[src/rtl/uv_filter_pkg.sv]
// Shared constants for the undervoltage reset filter.
package uv_filter_pkg;
    // Register map, word addresses on the Avalon-MM slave (byte address / 4).
    localparam logic [1:0] ADDR_STATUS = 2'h0;
    localparam logic [1:0] ADDR_OPTIONS = 2'h1;
    localparam logic [1:0] ADDR_COUNTER = 2'h2;
    // Field positions in the status register.
    localparam int FLAG_BIT = 0;
    localparam int RST_BIT = 1;
    localparam int WAIT_BIT = 2;
    localparam int STOP_BIT = 3;
    // Field positions in the options readback register.
    localparam int OPT_PWR_BIT = 0;
    localparam int OPT_RST_BIT = 1;
    localparam int OPT_STOP_BIT = 2;
    // Filter and flag qualification figures, in cycles.
    localparam int FILTER_CYCLES = 9;
    localparam int FLAG_MIN_CYCLES = 32;
    localparam int FLAG_MAX_CYCLES = 40;
    localparam int FLAG_QUAL_CYCLES = 36;
    localparam logic [7:0] STATUS_RESET = 8'h00;
    localparam logic [31:0] READ_UNMAPPED = 32'h0000_0000;
    typedef enum logic [1:0] {
        ST_IDLE = 2'b00,
        ST_COUNT = 2'b01,
        ST_HOLD = 2'b10
    } uv_state_t;
endpackage

[src/rtl/undervoltage_reset_filter.sv]
// Digital side of the supply monitor: cycle filter, reset hold and status flag.
//
// Function
// - Monitor active straight out of reset.
// - Comparator ignored unless power option set.
// - Reset after nine consecutive low CPU cycles.
// - Hold reset until one cycle above rising.
// - Status flag follows comparator, not reset path.
// - Undervoltage reset also drives reset pin low.
// - Reset option clear: never reset, poll only.
// - Flag sets after 32 to 40 crystal cycles.
// - rst_i or supply above rising clears the status flag, not undervoltage reset.
// - Monitor raises no interrupt request.
// - Monitoring continues in wait mode.
// - Qualified trip in wait resets device.
// - Stop option: trip bypasses filter in stop.
// - Stop option clear: inactive in stop.
// - Options are fixed inputs, not writable.
//
// The Avalon-MM slave port and the address map were decided locally.
`timescale 1ns/1ps
module undervoltage_reset_filter #(
    parameter int FILTER_CYCLES = uv_filter_pkg::FILTER_CYCLES,
    parameter int FLAG_QUAL_CYCLES = uv_filter_pkg::FLAG_QUAL_CYCLES
) (
    // Clock and reset
    input wire logic clock_i,
    input wire logic rst_i,
    // Analogue comparator outputs, asynchronous
    input wire logic below_falling_trip_i,
    input wire logic above_rising_trip_i,
    // Factory options, fixed at manufacture
    input wire logic monitor_power_option_i,
    input wire logic undervolt_reset_option_i,
    input wire logic monitor_in_stop_option_i,
    // Clock enables and low-power state
    input wire logic cpu_cycle_en_i,
    input wire logic crystal_clock_en_i,
    input wire logic wait_mode_i,
    input wire logic stop_mode_i,
    // Reset and interrupt outputs
    output logic undervolt_reset_o,
    output logic reset_pin_n_o,
    output logic reset_pin_oe_o,
    output logic irq_o,
    // Avalon-MM slave
    input wire logic [1:0] address_i,
    input wire logic read_i,
    input wire logic write_i,
    input wire logic [31:0] writedata_i,
    input wire logic [3:0] byteenable_i,
    output logic [31:0] readdata_o,
    output logic waitrequest_o
);
    initial begin
        if (FILTER_CYCLES < 1 || FILTER_CYCLES > 63) begin
            $error("FILTER_CYCLES out of range");
        end
        if (FLAG_QUAL_CYCLES < uv_filter_pkg::FLAG_MIN_CYCLES ||
            FLAG_QUAL_CYCLES > uv_filter_pkg::FLAG_MAX_CYCLES) begin
            $error("FLAG_QUAL_CYCLES outside the allowed window");
        end
    end

    // Comparator outputs are asynchronous; only the second stage is read.
    logic below_s1_ff;
    logic below_s2_ff;
    logic above_s1_ff;
    logic above_s2_ff;

    always_ff @(posedge clock_i or posedge rst_i) begin
        if (rst_i) begin
            below_s1_ff <= 1'b0;
            below_s2_ff <= 1'b0;
            above_s1_ff <= 1'b1;
            above_s2_ff <= 1'b1;
        end else begin
            below_s1_ff <= below_falling_trip_i;
            below_s2_ff <= below_s1_ff;
            above_s1_ff <= above_rising_trip_i;
            above_s2_ff <= above_s1_ff;
        end
    end

    // The monitor needs no software enable; the options and stop mode gate it.
    logic monitor_active;
    assign monitor_active = monitor_power_option_i
        && (!stop_mode_i || monitor_in_stop_option_i);

    logic below_valid;
    assign below_valid = monitor_active && below_s2_ff;

    // CPU cycle filter; stop mode halts the CPU clock so the filter is bypassed there.
    logic filter_done;
    logic [5:0] filter_count;

    uv_qualify_counter #(
        .LIMIT(FILTER_CYCLES),
        .WIDTH(6)
    ) u_filter (
        .clock_i(clock_i),
        .rst_i(rst_i),
        .enable_i(cpu_cycle_en_i && !stop_mode_i),
        .level_i(below_valid),
        .done_o(filter_done),
        .count_o(filter_count)
    );

    logic trip;
    assign trip = undervolt_reset_option_i
        && (filter_done || (stop_mode_i && below_valid));

    // Reset hold state machine.
    uv_filter_pkg::uv_state_t state_ff;
    uv_filter_pkg::uv_state_t nxt_state;

    always_comb begin
        case (state_ff)
            uv_filter_pkg::ST_IDLE: begin
                if (trip) begin
                    nxt_state = uv_filter_pkg::ST_HOLD;
                end else if (below_valid) begin
                    nxt_state = uv_filter_pkg::ST_COUNT;
                end else begin
                    nxt_state = uv_filter_pkg::ST_IDLE;
                end
            end
            uv_filter_pkg::ST_COUNT: begin
                if (trip) begin
                    nxt_state = uv_filter_pkg::ST_HOLD;
                end else if (!below_valid) begin
                    nxt_state = uv_filter_pkg::ST_IDLE;
                end else begin
                    nxt_state = uv_filter_pkg::ST_COUNT;
                end
            end
            uv_filter_pkg::ST_HOLD: begin
                // One CPU cycle above the rising level releases the hold.
                if (above_s2_ff && cpu_cycle_en_i) begin
                    nxt_state = uv_filter_pkg::ST_IDLE;
                end else begin
                    nxt_state = uv_filter_pkg::ST_HOLD;
                end
            end
            default: nxt_state = uv_filter_pkg::ST_IDLE;
        endcase
    end

    always_ff @(posedge clock_i or posedge rst_i) begin
        if (rst_i) begin
            state_ff <= uv_filter_pkg::ST_IDLE;
        end else begin
            state_ff <= nxt_state;
        end
    end

    logic reset_ff;
    always_ff @(posedge clock_i or posedge rst_i) begin
        if (rst_i) begin
            reset_ff <= 1'b0;
        end else begin
            reset_ff <= (nxt_state == uv_filter_pkg::ST_HOLD);
        end
    end

    assign undervolt_reset_o = reset_ff;
    // Open-drain pin: drive low only while the hold is on.
    assign reset_pin_n_o = 1'b0;
    assign reset_pin_oe_o = reset_ff;
    assign irq_o = 1'b0;

    // Status flag, qualified on crystal clock enables from the synchronised, option-gated comparator (below_valid).
    logic flag_done;
    logic flag_ff;

    uv_qualify_counter #(
        .LIMIT(FLAG_QUAL_CYCLES),
        .WIDTH(6)
    ) u_flag_qual (
        .clock_i(clock_i),
        .rst_i(rst_i),
        .enable_i(crystal_clock_en_i),
        .level_i(below_valid),
        .done_o(flag_done),
        .count_o()
    );

    // Between the two levels the flag keeps its value; set wins over release.
    always_ff @(posedge clock_i or posedge rst_i) begin
        if (rst_i) begin
            flag_ff <= 1'b0;
        end else if (flag_done) begin
            flag_ff <= 1'b1;
        end else if (above_s2_ff) begin
            flag_ff <= 1'b0;
        end
    end

    logic [7:0] status_w;
    logic [7:0] options_w;
    always_comb begin
        status_w = uv_filter_pkg::STATUS_RESET;
        status_w[uv_filter_pkg::FLAG_BIT] = flag_ff;
        status_w[uv_filter_pkg::RST_BIT] = reset_ff;
        status_w[uv_filter_pkg::WAIT_BIT] = wait_mode_i;
        status_w[uv_filter_pkg::STOP_BIT] = stop_mode_i;
        options_w = 8'h00;
        options_w[uv_filter_pkg::OPT_PWR_BIT] = monitor_power_option_i;
        options_w[uv_filter_pkg::OPT_RST_BIT] = undervolt_reset_option_i;
        options_w[uv_filter_pkg::OPT_STOP_BIT] = monitor_in_stop_option_i;
    end

    // Registers are read-only so the options can never be changed by software.
    uv_avalon_slave u_bus (
        .clock_i(clock_i),
        .rst_i(rst_i),
        .address_i(address_i),
        .read_i(read_i),
        .write_i(write_i),
        .writedata_i(writedata_i),
        .byteenable_i(byteenable_i),
        .readdata_o(readdata_o),
        .waitrequest_o(waitrequest_o),
        .status_i(status_w),
        .options_i(options_w),
        .counter_i({2'b00, filter_count})
    );

    // Checks.
    no_reset_opt_a: assert property (@(posedge clock_i) disable iff (rst_i)
        !undervolt_reset_option_i |-> !undervolt_reset_o)
        else $error("reset raised with reset option clear");
    filter_len_a: assert property (@(posedge clock_i) disable iff (rst_i)
        ($rose(undervolt_reset_o) && !$past(stop_mode_i)) |->
        $past(filter_count) == 6'(FILTER_CYCLES))
        else $error("reset before filter completed");
    no_power_a: assert property (@(posedge clock_i) disable iff (rst_i)
        !monitor_power_option_i |=> !$rose(undervolt_reset_o))
        else $error("reset with monitor unpowered");
    release_a: assert property (@(posedge clock_i) disable iff (rst_i)
        (undervolt_reset_o && above_s2_ff && cpu_cycle_en_i) |=> !undervolt_reset_o)
        else $error("reset not released");
    pin_follow_a: assert property (@(posedge clock_i) disable iff (rst_i)
        reset_pin_oe_o == undervolt_reset_o && !reset_pin_n_o)
        else $error("reset pin not following");
    stop_bypass_a: assert property (@(posedge clock_i) disable iff (rst_i)
        (stop_mode_i && below_valid && undervolt_reset_option_i) |=> undervolt_reset_o)
        else $error("stop trip did not reset");
    stop_off_a: assert property (@(posedge clock_i) disable iff (rst_i)
        (stop_mode_i && !monitor_in_stop_option_i && !undervolt_reset_o)
        |=> !undervolt_reset_o)
        else $error("reset in stop with stop option clear");
    flag_clear_a: assert property (@(posedge clock_i) disable iff (rst_i)
        (above_s2_ff && !flag_done) |=> !flag_ff)
        else $error("flag not cleared above rising level");
    no_irq_a: assert property (@(posedge clock_i) disable iff (rst_i)
        !irq_o)
        else $error("interrupt raised");
    cov_reset_c: cover property (@(posedge clock_i) disable iff (rst_i)
        $rose(undervolt_reset_o));
    cov_flag_c: cover property (@(posedge clock_i) disable iff (rst_i) $rose(flag_ff));
    cov_stop_c: cover property (@(posedge clock_i) disable iff (rst_i)
        stop_mode_i && $rose(undervolt_reset_o));
endmodule // undervoltage_reset_filter

[src/rtl/uv_avalon_slave.sv]
// Avalon-MM slave giving read access to the undervoltage monitor registers.
`timescale 1ns/1ps
module uv_avalon_slave (
    // Clock and reset
    input wire logic clock_i,
    input wire logic rst_i,
    // Avalon-MM
    input wire logic [1:0] address_i,
    input wire logic read_i,
    input wire logic write_i,
    input wire logic [31:0] writedata_i,
    input wire logic [3:0] byteenable_i,
    output logic [31:0] readdata_o,
    output logic waitrequest_o,
    // Register contents
    input wire logic [7:0] status_i,
    input wire logic [7:0] options_i,
    input wire logic [7:0] counter_i
);
    logic ack_ff;
    logic [31:0] nxt_readdata;
    logic [31:0] readdata_ff;

    // Every access takes one wait cycle; the data is registered in that cycle.
    always_ff @(posedge clock_i or posedge rst_i) begin
        if (rst_i) begin
            ack_ff <= 1'b0;
        end else begin
            ack_ff <= (read_i || write_i) && !ack_ff;
        end
    end

    always_comb begin
        case (address_i)
            uv_filter_pkg::ADDR_STATUS: nxt_readdata = {24'h00_0000, status_i};
            uv_filter_pkg::ADDR_OPTIONS: nxt_readdata = {24'h00_0000, options_i};
            uv_filter_pkg::ADDR_COUNTER: nxt_readdata = {24'h00_0000, counter_i};
            default: nxt_readdata = uv_filter_pkg::READ_UNMAPPED;
        endcase
    end

    // All registers are read-only; writes complete and are discarded.
    always_ff @(posedge clock_i or posedge rst_i) begin
        if (rst_i) begin
            readdata_ff <= 32'h0000_0000;
        end else if (read_i && !ack_ff) begin
            readdata_ff <= nxt_readdata;
        end
    end

    assign readdata_o = readdata_ff;
    assign waitrequest_o = (read_i || write_i) && !ack_ff;

    logic unused_w;
    assign unused_w = ^{writedata_i, byteenable_i};
endmodule // uv_avalon_slave

[src/rtl/uv_qualify_counter.sv]
// Saturating run-length counter that qualifies a level held for a number of enabled cycles.
`timescale 1ns/1ps
module uv_qualify_counter #(
    parameter int LIMIT = 9,
    parameter int WIDTH = 6
) (
    // Clock and reset
    input wire logic clock_i,
    input wire logic rst_i,
    // Level to qualify
    input wire logic enable_i,
    input wire logic level_i,
    // Result
    output logic done_o,
    output logic [WIDTH-1:0] count_o
);
    logic [WIDTH-1:0] count_ff;

    initial begin
        if (LIMIT < 1 || LIMIT >= (1 << WIDTH)) begin
            $error("uv_qualify_counter: LIMIT does not fit WIDTH");
        end
    end

    // A gap in the level restarts the run so that noise cannot accumulate.
    always_ff @(posedge clock_i or posedge rst_i) begin
        if (rst_i) begin
            count_ff <= '0;
        end else if (!level_i) begin
            count_ff <= '0;
        end else if (enable_i && count_ff != WIDTH'(LIMIT)) begin
            count_ff <= count_ff + WIDTH'(1);
        end
    end

    assign done_o = (count_ff == WIDTH'(LIMIT));
    assign count_o = count_ff;
endmodule // uv_qualify_counter

[config.mk]
export PLATFORM = sky130hd
export DESIGN_NAME = undervoltage_reset_filter
export DESIGN_NICKNAME = d
export VERILOG_FILES = /design/src/rtl/uv_filter_pkg.sv /design/src/rtl/undervoltage_reset_filter.sv /design/src/rtl/uv_avalon_slave.sv /design/src/rtl/uv_qualify_counter.sv
export SDC_FILE = /design/constraint.sdc
export NUM_CORES = 1
export LEC_CHECK = 0
export BUFFER_PORTS_ARGS = -buffer_cell sky130_fd_sc_hd__buf_2
export CORE_AREA = 2 2 61 63
export CTS_CLUSTER_SIZE = 10
export DETAILED_ROUTE_END_ITERATION = 8
export DIE_AREA = 0 0 63 65
export HOLD_SLACK_MARGIN = 0.1
export PLACE_DENSITY_LB_ADDON = 0.05
export SYNTH_ARGS = -nofsm -noshare
export SYNTH_HDL_FRONTEND = slang
export SYNTH_SLANG_ARGS = --single-unit
[constraint.sdc]
create_clock -name clock_i -period 3.79 [get_ports clock_i]
set_clock_uncertainty 0.15 [all_clocks]
set_input_delay 0 -clock clock_i [delete_from_list [all_inputs] [get_ports clock_i]]
set_output_delay 0 -clock clock_i [all_outputs]
set_load 0.05 [all_outputs]
### After elaboration in Yosys (flattened, before gate mapping)

Cells that the tools add are included.

* bits in registers: 53
* input port bits: 51
* output and inout bits: 37
* logic and storage cells: 54

* $add $sub $neg: 2
* eq/ne operators: 11
* multiplexer cells: 11
* reductions and logical operators: 19

Operator list (count)
* $mux 6: 4
* $pmux 6 s3: 1
* $add 6x1->6 const B: 2
* $logic_and 1x1->1: 10
* $eq 2x2->1 const B: 3
* $eq 6x4->1 const B: 1
* $eq 6x6->1 const B: 1
* $ne 6x4->1 const B: 1
* $ne 6x6->1 const B: 1
* $eq 2x1->1 const B: 2
* $logic_not 2->1: 2
* $mux 2: 2
* $ne 2x1->1 const B: 2
* $pmux 2 s2: 1
* $logic_or 1x1->1: 3
* $mux 1: 3
* $logic_not 1->1: 2
* $reduce_bool 2->1: 1
* $reduce_or 2->1: 1

### Logic depth before layout (Yosys ltp)

Gate-level depths: netlist (run 1).

* depth after elaboration: 10
* depth in mapped cells: 5
* depth with buffers taken out: 5

### Cells and area by module

Synthesis (run 1) repeated with hierarchy kept, for this count alone.

* cell total of the unflattened synthesis: 190
* area, all modules: 1818.0 sq um

Modules (own cells, without submodules)
* uv_avalon_slave: instances 1, cells an instance 83, area an instance 701.9 sq um, sequential area each 225.2 sq um
* uv_qualify_counter at u_flag_qual: instances 1, cells an instance 42, area an instance 412.9 sq um, sequential area each 150.1 sq um
* uv_qualify_counter at u_filter: instances 1, cells an instance 37, area an instance 380.4 sq um, sequential area each 150.1 sq um
* undervoltage_reset_filter: instances 1, cells an instance 28, area an instance 322.8 sq um, sequential area each 202.7 sq um

### Worst setup path after synthesis (run 1)

OpenSTA, ideal clock, no wires.

* path kind: reg-to-reg
* start point: reg u_filter.count_ff[0], in the netlist u_filter.count_o[0]
* end point: reg u_filter.count_ff[2], in the netlist u_filter.count_o[2]
* library setup time: 0.080 ns
* arrival time: 1.330 ns
* required time: 3.560 ns
* path slack: 2.231 ns
* cell stages (with the launch flop): 5
* path buffers: 0
* clock period less this slack: 1.559 ns
* cells stage by stage: dfrtp_1 ha_1 nor4bb_4 or3_2 a21oi_1

* word-level cells in the longest chain between the ends: 3
* elaborated cells on any way between the ends: 6
* classes of those cells: add/sub: 1; eq/ne: 2; mux: 2; reduce/logical: 1

Ends and longest elaborated chain
* start: declaration: RTL line uv_qualify_counter.sv:17 `logic [WIDTH-1:0] count_ff;`
* start signal: assignment: RTL line uv_qualify_counter.sv:32 `count_ff <= count_ff + WIDTH'(1);`
* $add 6x1->6 or $ne 6x4->1 (tied branches): RTL line uv_qualify_counter.sv:32, uv_qualify_counter.sv:31
* $mux 6 or $logic_and 1x1->1 (tied branches): RTL line uv_qualify_counter.sv:31 `end else if (enable_i && count_ff != WIDTH'(LIMIT)) begin`
* $mux 6 or $ne 2x1->1 (tied branches)

Several ways; a longest one is shown, not always the timed one. The select of a mux whose other input is x is not followed.
A chain may end at the register's enable or synchronous reset.

### Worst setup path after layout (run 1)

* start point: in stop_mode_i
* end point: reg u_filter.count_ff[1], in the netlist u_filter.count_o[1]

* word-level cells in the longest chain between the ends: 5
* elaborated cells on any way between the ends: 8
* classes of those cells: eq/ne: 1; mux: 1; reduce/logical: 6

Ends and longest elaborated chain
* start: declaration: RTL line undervoltage_reset_filter.sv:40 `input wire logic stop_mode_i,`
* $logic_not 1->1 *: RTL line undervoltage_reset_filter.sv:88, undervoltage_reset_filter.sv:103
* $logic_or 1x1->1: RTL line undervoltage_reset_filter.sv:88 `&& (!stop_mode_i || monitor_in_stop_option_i);`
* $logic_and 1x1->1: RTL line undervoltage_reset_filter.sv:88
* $logic_and 1x1->1: RTL line undervoltage_reset_filter.sv:91 `assign below_valid = monitor_active && below_s2_ff;`
* $ne 2x1->1 (no source line) or $mux 6 (tied branches)

Mark *: on every way between the ends. The rest lies on a longest branch, timed or not.

==> impl_metrics.toml, run 1 <==
[outcome]
status = "finished, final reports clean"

[critical_path]
critPathMostFrequentCell = "dlygate4sd3_1"
slowest_delay_ns = 0.62
cp_cell_sequence = "dlygate4sd3_1 -> buf_2 -> nand2b_4 -> dlygate4sd3_1 -> a21oi_1 -> mux2i_1 -> dlygate4sd3_1"
critPathBufInv = 4
slowest_stage = "dlygate4sd3_1"
cp.arrival_ns = 2.46
startpoint_type = "primary input"
crit_path_max_fanout = 6
critPathKind = "in2reg"
end_kind = "flip-flop"
worstPathRequired_ns = 3.91
crit_family = "buffers and inverters"

[placed_design]
hpwl_um = 2060
port_buffers = 23
place_congestion = 0.739

[layout]
layout-drive-gt1-share_pct = 19.0
antennaDiodeCount = 0
nets = 251
multi_input_area_um2 = 737
n_fill_cell = 337
fin_util_pct = 53.0
register_area_um2 = 678
syn2layout_area_growth_pct = 17.7

[die]
ioPinCount = 88
die-area_um2 = 4100
core_area_um2 = 3500
die_h_um = 65
initial_utilization_pct = 45.0
fp.dieW_um = 63
rows = 22

[global_routing]
grt_pass1_vias = 1077
grt_overflow_total = 0
grt_usage_pct = 14.9
antenna_found_initial = 0
grt_start_max_net_pins = 28
grt_pass1_wl_um = 4800

[drt]
drtPass1Iterations = 4
drt-initial-drc-count = 49
vias = 1165
routedWlPerCell_um = 11.7
vias_per_cell = 4.79
ant_nets = 0
drcViolationCount = 0
postRouteWirelength_um = 2840

[sta]
drv_slew = 0
finalHoldViolations = 0
period_share_pct = 61.7
whs_ns = 0.143
worst_pin_slew_ns = 0.993
relSlewSlack_pct = 33.7
timing.fmax_mhz = 427
rsz0062_at_grt = "no"
final.setup.tns_ns = 0
fin_crit_ns = 2.34
setup_viol = 0

[power_and_ir_drop]
vdd.ir_drop.worst_mv = 0.174
p_sw_mw = 0.217
swShare_pct = 36.3
p_clk_share_pct = 21.6
p_per_area_nw_per_um2 = 322
p_comb_share_pct = 26.9
seqPwrFrac_pct = 51.5
intPower_mw = 0.380
total_power_mw = 0.597
p_leak_nw = 0.876

[clock_tree]
clkSlewWorstSetupHoldPaths_ns = 0.16
cts_resized = 0
clk_latency_ns = 0.33
cts_buffers = 3
hold_buffers = 21
htree_num_levels = 1
post-cts-setup-buffers = 0
ctsRootBufferMaster = "clkbuf_4"
cts.sinks = 27
cts_tree = "done"
clock_tree.buffer_depth = 2

[logic_synthesis]
synth_cell_types = 37
synth.area.top_cells = "dfrtp_1 40%, buf_4 14%, mux2i_1 5.1%"
synth_edf_count = 0
synth_common_cells = "29 x buf_4, 25 x dfrtp_1, 9 x nand2_1"
ys_seq_elements = 27
synth_top_area_share_pct = 39.7
synthCells = 154
synth_top_cell_by_area = "dfrtp_1"
synth.most_common_cell = "buf_4"
synth_warnings = 0
synth_area_um2 = 1570
ys_async_sr_fraction_pct = 100
seq_area_frac_synth_pct = 43.1
syn_avg_cell_area_um2 = 10.2
synth_top_flop_cell = "dfrtp_1"

[flow_run]
max_cap_viol_count = 0

[worst_hold_path]
min_path_type = "in2reg"
==> metrics by stage <==
stage	worst slack [ns]	cell area, um2	instances
floorplan	2.23	1680	181
global placement	2.15	1610	218
detailed placement	2.14	1610	218
CTS	1.47	1850	243
global route	1.40	1850	243
finish	1.45	1850	243
==> cell families (layout without fill, tap and decap cells) <==
logic type	count (synthesis)	in the layout	synth area share [%]
AO/OA/AOI/OAI	31	31	13.1
XOR/XNOR	1	1	0.557
multiplexers	8	8	5.09
adder cells (fa/ha/maj)	4	4	3.18
AND/OR/NAND/NOR	42	42	18.2
buffers and inverters	40	54	16.5
flip-flops	27	27	43.1
other	1	28	0.238
==> registers in the layout (all words and copies together), names as in the netlist <==
signal,flops
u_filter.count_o,6
state_ff,2
below_s2_ff,1
u_bus.readdata_o,6
reset_pin_oe_o,1
below_s1_ff,1
u_flag_qual.count_o,6
flag_ff,1
above_s1_ff,1
above_s2_ff,1
u_bus.ack_ff,1
==> final cells by class <==
cell class	instances	area share (%)
Multi-Input combinational cell	114	39.8
Sequential cell	27	36.6
Timing Repair Buffer	44	17.6
Tap cell	48	3.24
Clock buffer	3	1.22
Inverter	6	1.22
Clock inverter	1	0.405
==> power by group through the flow <==
stage          clock (mW)  sequential [mW]  combinational [mW]
2_1_floorplan           0            0.330               0.124
5_1_grt             0.146            0.309               0.170
3_3_place_gp            0            0.312               0.142
4_1_cts             0.136            0.307               0.161
3_5_place_dp            0            0.312               0.142
6_report            0.129            0.307               0.161
==> worst paths after layout <==
check / from / slack, ns / to / cells past startpoint
worst min-delay path: below_falling_trip_i / 0.14 / below_s1_ff / 2
max in group asynchronous: rst_i / 2.60 / u_filter.count_o[0] / 3
min in group asynchronous: rst_i / 0.28 / state_ff[1] / 3
worst min register to register: above_s1_ff / 0.22 / above_s2_ff / 0
worst max register to register: u_filter.count_o[1] / 1.65 / u_filter.count_o[1] / 6
worst max-delay path: stop_mode_i / 1.45 / u_filter.count_o[1] / 7
==> metal layers <==
metal	routed length (um)	global-route usage [%]	part of all wire [%]
met3	83	1.56	2.9
met4	22	5.83	0.78
met2	1470	27.1	52
met5	0	0	0
met1	1260	18.2	45
==> worst register-to-register path, delay by kind of cell, from the launching register on <==
kind / cells / cell delay [ns]
compound gates: 1 / 0.17
fa+ha+maj: 1 / 0.13
buf+inv: 2 / 0.64
flops: 1 / 0.46
mux: 1 / 0.14
simple gates: 1 / 0.36
==> cell usage in the layout (no fill, tap or decap), types with 4 or more instances in the layout <==
cell type	count
dfrtp_1	25
a22o_1	4
nand4_1	8
a21oi_1	8
buf_2	23
ha_1	4
nor2b_1	4
conb_1	28
nand2_1	9
dlygate4sd3_1	21
o21ai_0	7
mux2i_1	8
inv_1	6
No activity file was read; power rests on OpenSTA's default activity.
==> inputs of run 2 (changes only) <==
- CORE_AREA: 2 2 61 63 -> 2 2 66 68
- DIE_AREA: 0 0 63 65 -> 0 0 68 70
- clock period: 3.79 -> 1.9 ns (I/O delays scaled with it)
==> run 2 against run 1 <==
Effect of this change: critical path depth down 1; sequential share of layout area down 0.074 points; count of clock-buffer cells in the layout up 1; utilization down 8.2 points; critical path type unchanged; global-route usage up 0.10 points; combinational power up 100%; hold slack worse by 0.039 ns; first-iteration DRC count down 6.1%; final cell count up 0.82%; sequential power up 100%.
==> impl_metrics.toml, run 2 (synthesis gave the netlist of run 1 again) <==
[critical_path]
critPathKind = "in2reg"
worst-path-stages = 6
crit_family = "buffers and inverters"
critPathMostFrequentCell = "dlygate4sd3_1"
startpoint_type = "primary input"
crit_path_max_fanout = 5
slowest_stage = "dlygate4sd3_1"
slowest_delay_ns = 0.57
cp_cell_sequence = "dlygate4sd3_1 -> clkbuf_4 -> mux2i_2 -> a2bb2oi_1 -> o21ai_0 -> dlygate4sd3_1"
critPathBufInv = 3
cp.arrival_ns = 1.79
end_kind = "flip-flop"
worstRegToRegCells = 3
worstPathRequired_ns = 1.91

[global_routing]
grt_start_max_net_pins = 19
grt_usage_pct = 15.0
grt_pass1_wl_um = 5490
grt_pass1_vias = 1228
antenna_found_initial = 0
grt_overflow_total = 0

[clock_tree]
ctsRootBufferMaster = "clkbuf_8"
cts.sinks = 27
htree_num_levels = 1
post-cts-setup-buffers = 0
cts_tree = "done"
clock_tree.buffer_depth = 2
clk_latency_ns = 0.27
clkSlewWorstSetupHoldPaths_ns = 0.09
cts_buffers = 3

[drt]
ant_nets = 0
vias = 1186
vias_per_cell = 4.84
postRouteWirelength_um = 3210
drcViolationCount = 0
routedWlPerCell_um = 13.1
drt-initial-drc-count = 46
drtPass1Iterations = 4

[outcome]
status = "finished, final reports clean"

[worst_hold_path]
min_path_type = "in2async"

[layout]
syn2layout_area_growth_pct = 18.0
layout-drive-gt1-share_pct = 19.7
final_cells = 245
final_common_cell = "conb_1"
antennaDiodeCount = 0
n_fill_cell = 417
nets = 249
layout_common_cells = "28 x conb_1, 25 x dfrtp_1, 22 x buf_2"

[sta]
final.setup.tns_ns = 0
fin_crit_ns = 1.78
rsz0062_at_grt = "no"
finalHoldViolations = 0
timing.fmax_mhz = 563
period_share_pct = 93.5
setup_viol = 0
drv_slew = 0

[die]
die_h_um = 70
fp.dieW_um = 68
ioPinCount = 88
rows = 24
die-area_um2 = 4760
core_area_um2 = 4140
initial_utilization_pct = 38.0

[power_and_ir_drop]
swShare_pct = 34.5
p_sw_mw = 0.435
seqPwrFrac_pct = 48.6
p_clk_share_pct = 25.9
p_leak_nw = 0.869
vdd.ir_drop.worst_mv = 0.316
p_per_area_nw_per_um2 = 679
p_comb_share_pct = 25.6
intPower_mw = 0.826

[flow_run]
max_cap_viol_count = 0

[placed_design]
place_congestion = 0.775
port_buffers = 23
hpwl_um = 2360
placed_cells = 223
-- run 2: final cells by class --
cell class | instances | area [um2] | area share [%]
inverter | 6 | 22.5 | 1.21
clock buffer | 4 | 45.0 | 2.43
multi-input combinational | 114 | 741 | 39.9
tap | 52 | 65.1 | 3.50
sequential | 27 | 678 | 36.5
timing repair buffer | 42 | 305 | 16.4
-- run 2: what timing repair did --
action	4_1_cts	5_1_grt
endpoints found under the setup margin	0	1
endpoints found under the hold margin	48	0
resized for setup	0	2
hold buffers	18	0
-- run 2: power by group through the flow --
stage               registers [mW]  logic [mW]  clock network, mW
floorplan                    0.658       0.248                  0
global placement             0.623       0.287                  0
detailed placement           0.624       0.289                  0
CTS                          0.613       0.321              0.348
global route                 0.617       0.343              0.369
finish                       0.613       0.322              0.326
-- run 2: worst register-to-register path: cells and delay by family (launching register included) --
family	cells	cell delay, ns
AND/OR/NAND/NOR	1	0.30
flip-flops	1	0.38
AO/OA/AOI/OAI	1	0.27
buffers and inverters	1	0.57
-- run 2: path summary, 6_finish.rpt --
check | startpoint | endpoint | slack, ns
min in group clock_i | above_s1_ff | above_s2_ff | 0.21
worst min register to register | above_s1_ff | above_s2_ff | 0.21
max in group asynchronous | rst_i | above_s2_ff | 0.84
worst max-delay path | address_i[0] | u_bus.readdata_o[1] | 0.12
worst min-delay path | rst_i | below_s1_ff | 0.10
worst max register to register | u_bus.ack_ff | u_bus.readdata_o[3] | 0.17
-- run 2: per-stage QoR --
stage               setup slack [ns]  utilization (%)  area [um2]  hold WS, ns  power [mW]
floorplan                      0.341                -        1680       -0.146       0.906
global placement               0.259             39.2        1630       -0.150       0.909
detailed placement             0.247             39.2        1630       -0.141       0.913
CTS                           0.0907             44.7        1850        0.109        1.28
global route                  0.0414             44.8        1860        0.128        1.33
finish                         0.123             44.8        1860        0.103        1.26
-- run 2: per-layer routing --
metal  share of wire, %  vias to the layer above  track usage [%]
met3                2.6                        5             2.42
met4                1.4                        0             5.33
met2                 55                       24             26.6
met1                 41                      591             17.8
li1                   -                      566                -
met5                  0                        -                0
==> inputs of run 3 (changes only) <==
- CELL_PAD_IN_SITES_DETAIL_PLACEMENT: not set -> 0
- CELL_PAD_IN_SITES_GLOBAL_PLACEMENT: not set -> 2
- CORE_AREA: 2 2 66 68 -> 2 2 88 90
- DIE_AREA: 0 0 68 70 -> 0 0 90 92
- REMOVE_ABC_BUFFERS: not set -> 1
==> run 3 against run 2 <==
Effect of this change: via count decreased by 3.2%; setup slack gained 0.024 ns; fmax grew 1.4%; combinational power shrank 2%; sequential share of layout area is 0.96 points lower; routed wire length grew 11%; largest power group unchanged; final cell count rose by 20%.
==> impl_metrics.toml, run 3 (synthesis gave the netlist of run 1 again) <==
[outcome]
status = "finished, final reports clean"

[critical_path]
startpoint_type = "flip-flop"
cp.arrival_ns = 1.82
reg2reg_from = "u_bus.ack_ff"
end_kind = "flip-flop"
r2r_slack_ns = 0.15
crit_path_max_fanout = 11
worstRegToRegCells = 3
worstPathRequired_ns = 1.97
critPathKind = "reg2reg"
r2r-end = "u_bus.readdata_o[3]"

[placed_design]
pre_cts_slack_ns = 0.208
port_buffers = 23
place_congestion = 0.732
hpwl_um = 2650

[drt]
postRouteWirelength_um = 3580
drcViolationCount = 0
drtPass1Iterations = 4
vias = 1148
ant_nets = 0
vias_per_cell = 3.90
drt-initial-drc-count = 36
routedWlPerCell_um = 12.2

[global_routing]
grt_start_max_net_pins = 28
grt_pass1_wl_um = 5980
grt_usage_pct = 9.08
grt_overflow_total = 0
antenna_found_initial = 0
grt_pass1_vias = 1187

[die]
rows = 32
core_area_um2 = 7450
die-area_um2 = 8280
initial_utilization_pct = 21.1
fp.dieW_um = 90
die_h_um = 92
ioPinCount = 88

[layout]
n_fill_cell = 838
syn2layout_area_growth_pct = 21.1
register_area_um2 = 678
layout-drive-gt1-share_pct = 19.8
multi_input_area_um2 = 737
final_common_cell = "conb_1"
antennaDiodeCount = 0
fin_util_pct = 25.6
layout_common_cells = "28 x conb_1, 25 x dfrtp_1, 23 x buf_2"
nets = 248

[power_and_ir_drop]
p_leak_nw = 0.864
p_per_area_nw_per_um2 = 671
vdd.ir_drop.worst_mv = 0.290
total_power_mw = 1.28

[sta]
final.setup.tns_ns = 0
drv_slew = 0
setup_viol = 0
fin_crit_ns = 1.75
timing.fmax_mhz = 570
period_share_pct = 92.3
finalHoldViolations = 0
setup_ws_ns = 0.147
rsz0062_at_grt = "no"

[flow_run]
max_cap_viol_count = 0

[clock_tree]
clkSlewWorstSetupHoldPaths_ns = 0.10
cts_resized = 0
clock_tree.buffer_depth = 2
clk_latency_ns = 0.28
ctsRootBufferMaster = "clkbuf_8"
cts_tree = "done"
cts.sinks = 27
htree_num_levels = 1
cts_buffers = 3

[worst_hold_path]
min_path_type = "in2async"
-- run 3: cell types whose count changed in the layout (fill, tap and decap cells not counted), sizes merged --
cell	change
buf	+1
clkbuf	-2
clkinvlp	+1
dlygate4sd3	-1
-- run 3: per-stage QoR --
stage	hold slack (ns)	cells	instance area (um2)
5_1_grt	0.189	294	1910
3_3_place_gp	-0.0564	273	1690
4_1_cts	0.179	294	1910
6_report	0.166	294	1910
3_5_place_dp	-0.0520	273	1690
2_1_floorplan	-0.146	147	1440
-- run 3: final cells by class --
type | instances | share of cell area (%)
Clock buffer | 3 | 2.17
Clock inverter | 1 | 0.394
Timing Repair Buffer | 41 | 15.4
Sequential cell | 27 | 35.6
Multi-Input combinational cell | 114 | 38.6
Tap cell | 102 | 6.69
Inverter | 6 | 1.18
-- run 3: repair_timing --
action | CTS | global route
endpoints found under the hold margin | 49 | 0
buffers inserted | 0 | 0
hold buffers | 17 | 0
-- run 3: critical path, cell delays in order, from the launching register on --
cell and delay [ns]:
dfrtp_1 0.38, nand2b_1 0.31, o31ai_1 0.28, dlygate4sd3_1 0.57
-- run 3: how the worst max path moves through the flow --
stage,slack [ns],cells after the start,end,start
after floorplan,0.34,4,u_filter.count_o[2],u_filter.count_o[0]
final,0.15,3,u_bus.readdata_o[3],u_bus.ack_ff
after global placement,0.23,4,u_filter.count_o[2],u_filter.count_o[0]
after CTS,0.14,6,waitrequest_o,read_i
after detailed placement,0.21,5,u_filter.count_o[2],u_filter.count_o[1]
after global routing,0.02,6,u_bus.readdata_o[2],address_i[1]
-- run 3: report_power, final --
group	internal, mW	switching [mW]
Combinational	0.0742	0.243
Clock	0.149	0.201
Sequential	0.598	0.0157
Total	0.821	0.459
-- run 3: per-layer routing --
metal | global-route usage (%) | up-vias | part of all wire, %
met3 | 2.22 | 2 | 2.0
li1 | - | 563 | -
met1 | 11.2 | 570 | 45
met5 | 0 | - | 0
met2 | 16.0 | 13 | 52
met4 | 2.31 | 0 | 0.87
